===== config.mk =====
export PLATFORM = sky130hd
export DESIGN_NAME = lsmc_bank
export DESIGN_NICKNAME = d
export VERILOG_FILES = /design/src/rtl/lsmc_pkg.sv /design/src/rtl/lsmc_bank.sv /design/src/rtl/lsmc_pin_drive.sv
export SDC_FILE = /design/constraint.sdc
export NUM_CORES = 1
export LEC_CHECK = 0
export BUFFER_PORTS_ARGS = -buffer_cell sky130_fd_sc_hd__buf_4
export CORE_AREA = 2 2 71 73
export DETAILED_ROUTE_END_ITERATION = 8
export DIE_AREA = 0 0 73 75
export PLACE_DENSITY = 0.63
export SLEW_MARGIN = 30
export SYNTH_ARGS = -nofsm -noshare
export SYNTH_HDL_FRONTEND = slang
export SYNTH_HIERARCHICAL = 1
export SYNTH_SLANG_ARGS = --single-unit

===== constraint.sdc =====
create_clock -name clk_i -period 5.1 [get_ports clk_i]
set_input_delay 0.255 -clock clk_i [delete_from_list [all_inputs] [get_ports clk_i]]
set_output_delay 0.255 -clock clk_i [all_outputs]
set_load 0.005 [all_outputs]

===== src/rtl/lsmc_pkg.sv =====
// package: register map, field layout, encodings and carriers for the lock status and misc control bank
// Overview of operation
// RULE1: bits 7:3 of the pin2 config register pick which internal signal drives the second status pin, reset 0, codes 0..18.
// RULE2: bits 2:0 of the pin2 config register pick the drive type of the second status pin, reset 6; 3 push-pull, 4 inverted, 6 open drain.
// RULE3: software selects the loop2 reference divider outputs (17, 18) only while the first pin source is neither 2 nor 3.
// RULE4: prescaler, second loop and external input power-down bits 6, 5, 4 reset to 1 and power the unit down while 1.
// RULE5: while the hold bit 5 is 1 the first loop reference divider is kept in reset.
// RULE6: software clears a lost flag by writing 1 then 0 to its clear bit, bit 1 for loop1 and bit 0 for loop2.
// RULE7: while a clear bit is 1 its lost flag is forced to 0 and cannot set.
// RULE8: a falling edge of the loop1 lock detect sets the sticky loop1 lost flag in readback bit 3.
// RULE9: a falling edge of the loop2 lock detect sets the sticky loop2 lost flag in readback bit 1.
// RULE10: releasing a clear while lock detect is already low does not set the flag; only a later falling edge does.
// RULE11: readback bit 2 shows the live loop1 lock detect level.
// RULE12: readback bit 0 shows the live loop2 lock detect level, valid only when a pin routes the loop2 lock or the force-on bit is 1.
// RULE13: software routes loop2 lock or combined lock to a pin, or sets the force-on bit, for valid loop2 readback.
// RULE14: the loop2 detector runs while the force-on bit is 1 or while a status pin routes the loop2 lock.
// RULE15: the readback register ignores writes and reserved bits read as zero.
package lsmc_pkg;

  localparam int unsigned ADDR_W = 13;

  localparam logic [12:0] OFS_PIN2_CFG   = 13'h016e;
  localparam logic [12:0] OFS_PWRDN      = 13'h0173;
  localparam logic [12:0] OFS_RDIV_HOLD  = 13'h0177;
  localparam logic [12:0] OFS_LOST_CLR   = 13'h0182;
  localparam logic [12:0] OFS_LOCK_RB    = 13'h0183;

  // field positions
  localparam int unsigned SRC_LSB        = 3;
  localparam int unsigned TYPE_LSB       = 0;
  localparam int unsigned PRE_PD_BIT     = 6;
  localparam int unsigned LOOP2_PD_BIT   = 5;
  localparam int unsigned EXT_PD_BIT     = 4;
  localparam int unsigned HOLD_BIT       = 5;
  localparam int unsigned CLR1_BIT       = 1;
  localparam int unsigned CLR2_BIT       = 0;
  localparam int unsigned RB_LOST1_BIT   = 3;
  localparam int unsigned RB_LIVE1_BIT   = 2;
  localparam int unsigned RB_LOST2_BIT   = 1;
  localparam int unsigned RB_LIVE2_BIT   = 0;

  // reset values
  localparam logic [4:0] SRC_RST         = 5'h00;
  localparam logic [2:0] TYPE_RST        = 3'h6;
  localparam logic       PD_RST          = 1'b1;

  // source codes
  localparam logic [4:0] SRC_LOW         = 5'h00;
  localparam logic [4:0] SRC_LOOP1_LOCK  = 5'h01;
  localparam logic [4:0] SRC_LOOP2_LOCK  = 5'h02;
  localparam logic [4:0] SRC_BOTH_LOCK   = 5'h03;
  localparam logic [4:0] SRC_HOLDOVER    = 5'h04;
  localparam logic [4:0] SRC_DAC_LOCKED  = 5'h05;
  localparam logic [4:0] SRC_READBACK    = 5'h07;
  localparam logic [4:0] SRC_DAC_RAIL    = 5'h08;
  localparam logic [4:0] SRC_DAC_LOW     = 5'h09;
  localparam logic [4:0] SRC_DAC_HIGH    = 5'h0a;
  localparam logic [4:0] SRC_L1_FB       = 5'h0b;
  localparam logic [4:0] SRC_L1_FB_HALF  = 5'h0c;
  localparam logic [4:0] SRC_L2_FB       = 5'h0d;
  localparam logic [4:0] SRC_L2_FB_HALF  = 5'h0e;
  localparam logic [4:0] SRC_L1_REF      = 5'h0f;
  localparam logic [4:0] SRC_L1_REF_HALF = 5'h10;
  localparam logic [4:0] SRC_L2_REF      = 5'h11;
  localparam logic [4:0] SRC_L2_REF_HALF = 5'h12;

  // drive types
  localparam logic [2:0] TYPE_PUSH_PULL  = 3'h3;
  localparam logic [2:0] TYPE_PUSH_INV   = 3'h4;
  localparam logic [2:0] TYPE_OPEN_DRAIN = 3'h6;

  localparam int unsigned NUM_TAPS       = 8;

  // internal signals that may be routed to the pin
  typedef struct packed {
    logic       holdover;
    logic       dac_locked;
    logic       readback;
    logic       dac_rail;
    logic       dac_low;
    logic       dac_high;
    logic [3:0] div_out;  // loop1 fb, loop2 fb, loop1 ref, loop2 ref
  } lsmc_src_type;

  typedef struct packed {
    logic prescaler_pd;
    logic loop2_pd;
    logic ext_input_pd;
    logic ref_div_hold;
    logic loop2_detect_run;
  } lsmc_ctrl_type;

  typedef struct packed {
    logic o;
    logic oe_n;
  } lsmc_pin_type;

  // register read and write port
  typedef struct packed {
    logic              wr;
    logic              rd;
    logic [12:0]       addr;
    logic [7:0]        wdata;
  } lsmc_req_type;

  function automatic logic is_loop2_route(input logic [4:0] sel);
    return (sel == SRC_LOOP2_LOCK) || (sel == SRC_BOTH_LOCK);
  endfunction : is_loop2_route

endpackage : lsmc_pkg


===== src/rtl/lsmc_bank.sv =====
// lock status and misc control register bank
`timescale 1ns/1ps
module lsmc_bank
  import lsmc_pkg::*;
(
  input  wire logic          clk_i,          // configuration clock, 50 MHz
  input  wire logic          rst_n_i,        // async reset, active low
  input  wire lsmc_req_type  req_i,          // register access from serial port
  output logic [7:0]         rdata_o,        // read data, registered
  input  wire logic [4:0]    pin1_source_i,  // first pin source field
  input  wire logic          loop2_detect_force_on_i, // force loop2 detector on
  input  wire logic          lock1_i,        // loop1 digital lock detect
  input  wire logic          lock2_i,        // loop2 digital lock detect
  input  wire lsmc_src_type  src_i,          // other routable signals
  output lsmc_pin_type       second_status_pin_o, // pin drive and enable_n
  output lsmc_ctrl_type      ctrl_o          // power-down and hold controls
);

  typedef struct packed {
    logic [4:0] src;
    logic [2:0] dtype;
    logic       pre_pd;
    logic       loop2_pd;
    logic       ext_pd;
    logic       hold;
    logic       clr1;
    logic       clr2;
    logic       lost1;
    logic       lost2;
    logic       lock1_prev;
    logic       lock2_prev;
    logic [7:0] rdata;
  } lsmc_state_type;

  lsmc_state_type state_reg;
  lsmc_state_type state_next;
  logic           fall1;
  logic           fall2;
  logic           detect2_run;

  localparam lsmc_state_type STATE_RST = '{
    src: SRC_RST, dtype: TYPE_RST, pre_pd: PD_RST, loop2_pd: PD_RST, ext_pd: PD_RST,
    hold: 1'b0, clr1: 1'b0, clr2: 1'b0, lost1: 1'b0, lost2: 1'b0,
    lock1_prev: 1'b0, lock2_prev: 1'b0, rdata: 8'h00};

  // loop2 detector idles unless forced or routed to a pin
  assign detect2_run = loop2_detect_force_on_i | is_loop2_route(state_reg.src)
                       | is_loop2_route(pin1_source_i); // RULE14

  // the edge detectors track the live level even while cleared, so a release
  // while already low finds no edge
  assign fall1 = state_reg.lock1_prev & ~lock1_i; // RULE8 RULE10
  assign fall2 = state_reg.lock2_prev & ~lock2_i & detect2_run; // RULE9 RULE10

  always_comb begin
    state_next            = state_reg;
    state_next.lock1_prev = lock1_i;
    state_next.lock2_prev = lock2_i & detect2_run;

    if (req_i.wr) begin
      case (req_i.addr)
        OFS_PIN2_CFG: begin
          state_next.src   = req_i.wdata[SRC_LSB +: 5];
          state_next.dtype = req_i.wdata[TYPE_LSB +: 3];
        end
        OFS_PWRDN: begin
          state_next.pre_pd   = req_i.wdata[PRE_PD_BIT]; // RULE4
          state_next.loop2_pd = req_i.wdata[LOOP2_PD_BIT];
          state_next.ext_pd   = req_i.wdata[EXT_PD_BIT];
        end
        OFS_RDIV_HOLD: state_next.hold = req_i.wdata[HOLD_BIT]; // RULE5
        OFS_LOST_CLR: begin
          state_next.clr1 = req_i.wdata[CLR1_BIT];
          state_next.clr2 = req_i.wdata[CLR2_BIT];
        end
        default: ; // readback and unmapped writes are dropped RULE15
      endcase
    end

    // clear held high wins over the edge by definition of the held-clear bit
    if (state_reg.clr1) begin
      state_next.lost1 = 1'b0; // RULE7
    end else if (fall1) begin
      state_next.lost1 = 1'b1; // RULE8
    end
    if (state_reg.clr2) begin
      state_next.lost2 = 1'b0; // RULE7
    end else if (fall2) begin
      state_next.lost2 = 1'b1; // RULE9
    end

    if (req_i.rd) begin
      case (req_i.addr)
        OFS_PIN2_CFG:  state_next.rdata = {state_reg.src, state_reg.dtype};
        OFS_PWRDN: begin
          state_next.rdata               = 8'h00; // RULE15
          state_next.rdata[PRE_PD_BIT]   = state_reg.pre_pd;
          state_next.rdata[LOOP2_PD_BIT] = state_reg.loop2_pd;
          state_next.rdata[EXT_PD_BIT]   = state_reg.ext_pd;
        end
        OFS_RDIV_HOLD: begin
          state_next.rdata           = 8'h00;
          state_next.rdata[HOLD_BIT] = state_reg.hold;
        end
        OFS_LOST_CLR: begin
          state_next.rdata           = 8'h00;
          state_next.rdata[CLR1_BIT] = state_reg.clr1;
          state_next.rdata[CLR2_BIT] = state_reg.clr2;
        end
        OFS_LOCK_RB: begin
          state_next.rdata               = 8'h00;
          state_next.rdata[RB_LOST1_BIT] = state_reg.lost1;
          state_next.rdata[RB_LIVE1_BIT] = lock1_i; // RULE11
          state_next.rdata[RB_LOST2_BIT] = state_reg.lost2;
          // reads low while the loop2 detector is idle RULE12
          state_next.rdata[RB_LIVE2_BIT] = lock2_i & detect2_run;
        end
        default: state_next.rdata = 8'h00;
      endcase
    end
  end

  always_ff @(posedge clk_i or negedge rst_n_i) begin
    if (!rst_n_i) begin
      state_reg <= STATE_RST;
    end else begin
      state_reg <= state_next;
    end
  end

  assign rdata_o                 = state_reg.rdata;
  assign ctrl_o.prescaler_pd     = state_reg.pre_pd;
  assign ctrl_o.loop2_pd         = state_reg.loop2_pd;
  assign ctrl_o.ext_input_pd     = state_reg.ext_pd;
  assign ctrl_o.ref_div_hold     = state_reg.hold;
  assign ctrl_o.loop2_detect_run = detect2_run;

  lsmc_pin_drive u_pin_drive (
    .clk_i    (clk_i),
    .rst_n_i  (rst_n_i),
    .source_i (state_reg.src),
    .type_i   (state_reg.dtype),
    .lock1_i  (lock1_i),
    .lock2_i  (lock2_i & detect2_run),
    .src_i    (src_i),
    .pin_o    (second_status_pin_o)
  );

endmodule : lsmc_bank


===== src/rtl/lsmc_pin_drive.sv =====
// second status pin source mux and drive type
`timescale 1ns/1ps
module lsmc_pin_drive
  import lsmc_pkg::*;
(
  input  wire logic          clk_i,     // configuration clock
  input  wire logic          rst_n_i,   // async reset, active low
  input  wire logic [4:0]    source_i,  // pin source field
  input  wire logic [2:0]    type_i,    // pin drive type field
  input  wire logic          lock1_i,   // loop1 lock detect
  input  wire logic          lock2_i,   // loop2 lock detect
  input  wire lsmc_src_type  src_i,     // other routable signals
  output lsmc_pin_type       pin_o      // pin output and enable
);

  typedef struct packed {
    logic [3:0]   div_prev;
    logic [3:0]   half;
    lsmc_pin_type pin;
  } lsmc_drv_state_type;

  lsmc_drv_state_type state_reg;
  lsmc_drv_state_type state_next;
  logic               level;

  always_comb begin
    state_next          = state_reg;
    state_next.div_prev = src_i.div_out;
    // halved divider outputs toggle on each rising edge of the straight output
    for (int i = 0; i < 4; i++) begin
      if (src_i.div_out[i] && !state_reg.div_prev[i]) begin
        state_next.half[i] = ~state_reg.half[i];
      end
    end
    case (source_i) // RULE1
      SRC_LOW:         level = 1'b0;
      SRC_LOOP1_LOCK:  level = lock1_i;
      SRC_LOOP2_LOCK:  level = lock2_i;
      SRC_BOTH_LOCK:   level = lock1_i & lock2_i;
      SRC_HOLDOVER:    level = src_i.holdover;
      SRC_DAC_LOCKED:  level = src_i.dac_locked;
      SRC_READBACK:    level = src_i.readback;
      SRC_DAC_RAIL:    level = src_i.dac_rail;
      SRC_DAC_LOW:     level = src_i.dac_low;
      SRC_DAC_HIGH:    level = src_i.dac_high;
      SRC_L1_FB:       level = src_i.div_out[3];
      SRC_L1_FB_HALF:  level = state_reg.half[3];
      SRC_L2_FB:       level = src_i.div_out[2];
      SRC_L2_FB_HALF:  level = state_reg.half[2];
      SRC_L1_REF:      level = src_i.div_out[1];
      SRC_L1_REF_HALF: level = state_reg.half[1];
      SRC_L2_REF:      level = src_i.div_out[0];
      SRC_L2_REF_HALF: level = state_reg.half[0];
      default:         level = 1'b0;
    endcase
    case (type_i) // RULE2
      TYPE_PUSH_PULL: begin
        state_next.pin.o    = level;
        state_next.pin.oe_n = 1'b0;
      end
      TYPE_PUSH_INV: begin
        state_next.pin.o    = ~level;
        state_next.pin.oe_n = 1'b0;
      end
      TYPE_OPEN_DRAIN: begin
        // only pull low; released high is left to the board
        state_next.pin.o    = 1'b0;
        state_next.pin.oe_n = level;
      end
      default: begin
        // reserved types leave the pin undriven
        state_next.pin.o    = 1'b0;
        state_next.pin.oe_n = 1'b1;
      end
    endcase
  end

  always_ff @(posedge clk_i or negedge rst_n_i) begin
    if (!rst_n_i) begin
      state_reg <= '{div_prev: 4'h0, half: 4'h0, pin: '{o: 1'b0, oe_n: 1'b1}};
    end else begin
      state_reg <= state_next;
    end
  end

  assign pin_o = state_reg.pin;

endmodule : lsmc_pin_drive


==> metrics.log <==
INFO  metric status = finished, final reports clean
INFO  metric groute.usage.overall = 0.157
INFO  metric synth_fp_nets = 215
INFO  metric die_w = 73 microns
INFO  metric path_clk_slew = 70 ps
INFO  metric syn-mean-instance-area = 11.4 sq um
INFO  metric fp.dieH = 75 microns
INFO  metric delay_of_the_slowest_cell_on_the_worst_path = 640 ps
INFO  metric routed_wl = just over 4 mm
INFO  metric cts_max_path_buffers = 2
INFO  metric synth-compound-area-share = 0.0851
INFO  metric largest_register_ffs = 14
INFO  metric yosys.cell_count.top_type = sky130_fd_sc_hd__dfrtp_1
INFO  metric fin_worst_skew = 5.56 ps
INFO  metric synth_top_area_cell = sky130_fd_sc_hd__dfrtp_1
INFO  metric cp.required = 5300 ps
INFO  metric count_of_flip_flops_with_a_built_in_enable_after_synthesis = 0
INFO  metric power_per_cell_area = between 200 and 250 mW/mm^2
INFO  metric slew_headroom = 0.679
INFO  metric route.vias.total = about 1,400
INFO  metric period_needed = 2340 ps
INFO  metric first_global_vias = 1,427
INFO  metric post_synth_inst_count = 172
INFO  metric number_of_remaining_drc_errors = 0
INFO  metric postRouteAntennaNets = 0
INFO  metric synthSimpleGateAreaFrac = 0.231
INFO  metric asyncSetResetFlopFracSynth = 1.00
INFO  metric finish.net_count = 259
INFO  metric clock-root-buffer = sky130_fd_sc_hd__clkbuf_8
INFO  metric avgRoutedWirePerCell = 15.0 microns
INFO  metric timing.setup.critical_path_class = reg2reg
INFO  metric overflow = 0
INFO  metric yosys_register_bits = 36
INFO  metric h-tree-depth = 2
INFO  metric ys_warn_count = 6
INFO  metric portBuffers = 56
INFO  metric clk-insertion-delay-late = about 280 ps
INFO  metric rsz_0062_raised_after_global_routing = no
INFO  metric synth_seq_area_share = 0.461
INFO  metric pre_cts_slack = 2750 ps
INFO  metric synth_top_area_share = 0.381
INFO  metric clock_sink_count = 36
INFO  metric report.final.setup_viol = 0
INFO  metric row_count = 25
INFO  metric max_clock_freq = 428 MHz
INFO  metric vias_per_cell = 5.26
INFO  metric drtPass1Iterations = 4
INFO  metric number_of_max_capacitance_violations_reported = 0
INFO  metric cp_data_arrival_time = approximately 2500 ps
INFO  metric iteration_0_drc_markers = between 80 and 90
INFO  metric leading_cell_types_by_count_after_synthesis = 30 x sky130_fd_sc_hd__dfrtp_1, 16 x sky130_fd_sc_hd__buf_4, 11 x sky130_fd_sc_hd__nand3b_1
INFO  metric critical_path_cell_with_the_highest_stage_delay = sky130_fd_sc_hd__dfrtp_1
INFO  metric synth.mux.area_fraction = 0.111
INFO  metric post-route-worst-setup-slack = 2760 ps
INFO  metric netlist-cell-type-count = 43
INFO  metric post_synth_fa_ha_maj_area_fraction = 0
INFO  metric p_total = a little under 0.0006 W
INFO  metric cp_num_buf_inv = 0
INFO  metric core_area = between 0.004 and 0.005 sq mm
INFO  metric cp_max_fo = 15
INFO  metric cts_tree = done
INFO  metric tightestPinTransition = 478 ps
INFO  metric synthTopCellsByArea = sky130_fd_sc_hd__dfrtp_1 38%, sky130_fd_sc_hd__dfstp_2 8.0%, sky130_fd_sc_hd__buf_4 6.1%, sky130_fd_sc_hd__mux2_1 5.7%, sky130_fd_sc_hd__nand3b_1 4.2%
INFO  metric cts.repair.resized = 0
INFO  metric mappedNetlistArea = 0.00197 sq mm
INFO  metric finalNonFillerCells = between 200 and 300
INFO  metric final_hold_vio_count = 0
INFO  metric numCtsBuffers = 5
INFO  metric final-max-slew-violation-count = 0
INFO  metric die_area = about 0.0055 sq mm
INFO  metric vdd_drop_max = around 100 uV
INFO  metric wire_length_of_the_first_global_routing_pass = 6.50 mm
INFO  metric cpLargestDelayFamily = simple AND/OR/NAND/NOR gates
INFO  metric endpoint_kind = flip-flop
INFO  metric grt_antenna_before_repair = 0
INFO  metric sum_of_negative_setup_slack = 0 ps
INFO  metric min_period_over_period = 0.459
INFO  metric total_leakage_power = ~1.1 nW
INFO  metric synth_top_family_by_area = simple AND/OR/NAND/NOR gates
INFO  metric gp_routability_congestion = 0.840
INFO  metric area_growth_syn_to_layout = 21.4%
INFO  metric worstSetupStartpointType = flip-flop
INFO  metric yosys.area_share.xor_xnor = 0.0178
INFO  metric half_perimeter_wire_length_after_detailed_placement = 3.12 mm
INFO  metric floorplan.io_pins = 58
INFO  metric synth-main-ff-cell = sky130_fd_sc_hd__dfrtp_1
INFO  metric initial_core_util = 0.423
INFO  metric holdCritPathClass = in2reg
INFO  metric fraction_of_layout_cells_with_a_size_suffix_above_1 = 0.382
INFO  metric antenna-diode-count = 0
INFO  metric placed_cells = 262
INFO  metric grt_start_max_net_pins = 37
INFO  metric timing.critical_path.cells = nor4b_1, or3_1, and2_1, nand3b_1, a2111oi_2, a41oi_1, o21a_1, a31oi_1
==> worst reg2reg max path: stages (launching register included) <==
cell and delay [ps]:
sky130_fd_sc_hd__dfrtp_1 640, sky130_fd_sc_hd__nor4b_1 340, sky130_fd_sc_hd__or3_1 220, sky130_fd_sc_hd__and2_1 190, sky130_fd_sc_hd__nand3b_1 110, sky130_fd_sc_hd__a2111oi_2 330, sky130_fd_sc_hd__a41oi_1 80, sky130_fd_sc_hd__o21a_1 160
sky130_fd_sc_hd__a31oi_1 190
==> worst paths after layout <==
kind	startpoint	endpoint	slack (ps)	cells past startpoint
worst min-delay path	src_i[1]	u_pin_drive/state_reg[7]	100	1
worst min register to register	state_reg[12]	state_reg[10]	450	1
max in group asynchronous	rst_n_i	ctrl_o[2]	4290	2
worst max-delay path	state_reg[22]	u_pin_drive/pin_o[0]	2760	8
min in group asynchronous	rst_n_i	rdata_o[1]	460	2
worst max register to register	state_reg[22]	u_pin_drive/pin_o[0]	2760	8
==> power by group <==
group / internal, W / switching (W)
registers: 0.000306 / 0.0000140
logic: 0.0000391 / 0.0000271
clock network: 0.0000958 / 0.0000949
total: 0.000441 / 0.000136
==> cell type report <==
cell class | instances | area (sq um)
clock buffers | 7 | 76.3
clock inverters | 1 | 5.00
fillers | 419 | 2270
inverters | 7 | 26.3
multi-input cells | 109 | 877
flip-flops and latches | 36 | 908
well taps | 54 | 67.6
repair buffers | 57 | 430
==> repair_timing <==
| item | CTS | global route |
|---|---|---|
| setup buffers | 0 | 0 |
| hold buffers | 1 | 0 |
| hold endpoints to repair | 30 | 0 |
==> layer usage <==
metal / up-vias / track usage / part of all wire
met5: - / 0 / 0
met4: 0 / 0.0638 / 0.0091
met3: 4 / 0.0361 / 0.048
met2: 41 / 0.270 / 0.51
met1: 690 / 0.190 / 0.44
li1: 691 / - / -
==> metrics by stage <==
stage | util | hold WS [ps] | cell area (sq um)
floorplan | - | -40.6 | 1970
global placement | 0.493 | 224 | 2300
detailed placement | 0.493 | 236 | 2300
CTS | 0.513 | 94.4 | 2390
global route | 0.513 | 86.7 | 2390
finish | 0.513 | 99.7 | 2390
==> layout by cell type (no fill, tap or decap), types with 4 or more instances in the layout <==
cell type,Yosys,final
sky130_fd_sc_hd__nor2_1,5,5
sky130_fd_sc_hd__a31oi_1,4,4
sky130_fd_sc_hd__nand3b_1,11,11
sky130_fd_sc_hd__o21ai_0,4,4
sky130_fd_sc_hd__mux2_1,10,10
sky130_fd_sc_hd__mux2_2,5,5
sky130_fd_sc_hd__nor2b_1,6,6
sky130_fd_sc_hd__clkbuf_8,0,5
sky130_fd_sc_hd__nand2_1,7,7
sky130_fd_sc_hd__nand2b_1,7,7
sky130_fd_sc_hd__dfrtp_1,30,30
sky130_fd_sc_hd__xnor2_1,4,4
sky130_fd_sc_hd__buf_4,16,56
sky130_fd_sc_hd__inv_1,7,7
sky130_fd_sc_hd__dfstp_2,6,6
sky130_fd_sc_hd__nand3_1,4,4
sky130_fd_sc_hd__mux2i_1,5,5
sky130_fd_sc_hd__a21oi_1,4,4
==> cells by family after synthesis <==
group,after synthesis
flip-flops,36
multiplexers,20
buffers and inverters,27
AO/OA/AOI/OAI,24
AND/OR/NAND/NOR,61
XOR/XNOR,4
(Power assumes the default switching activity.)
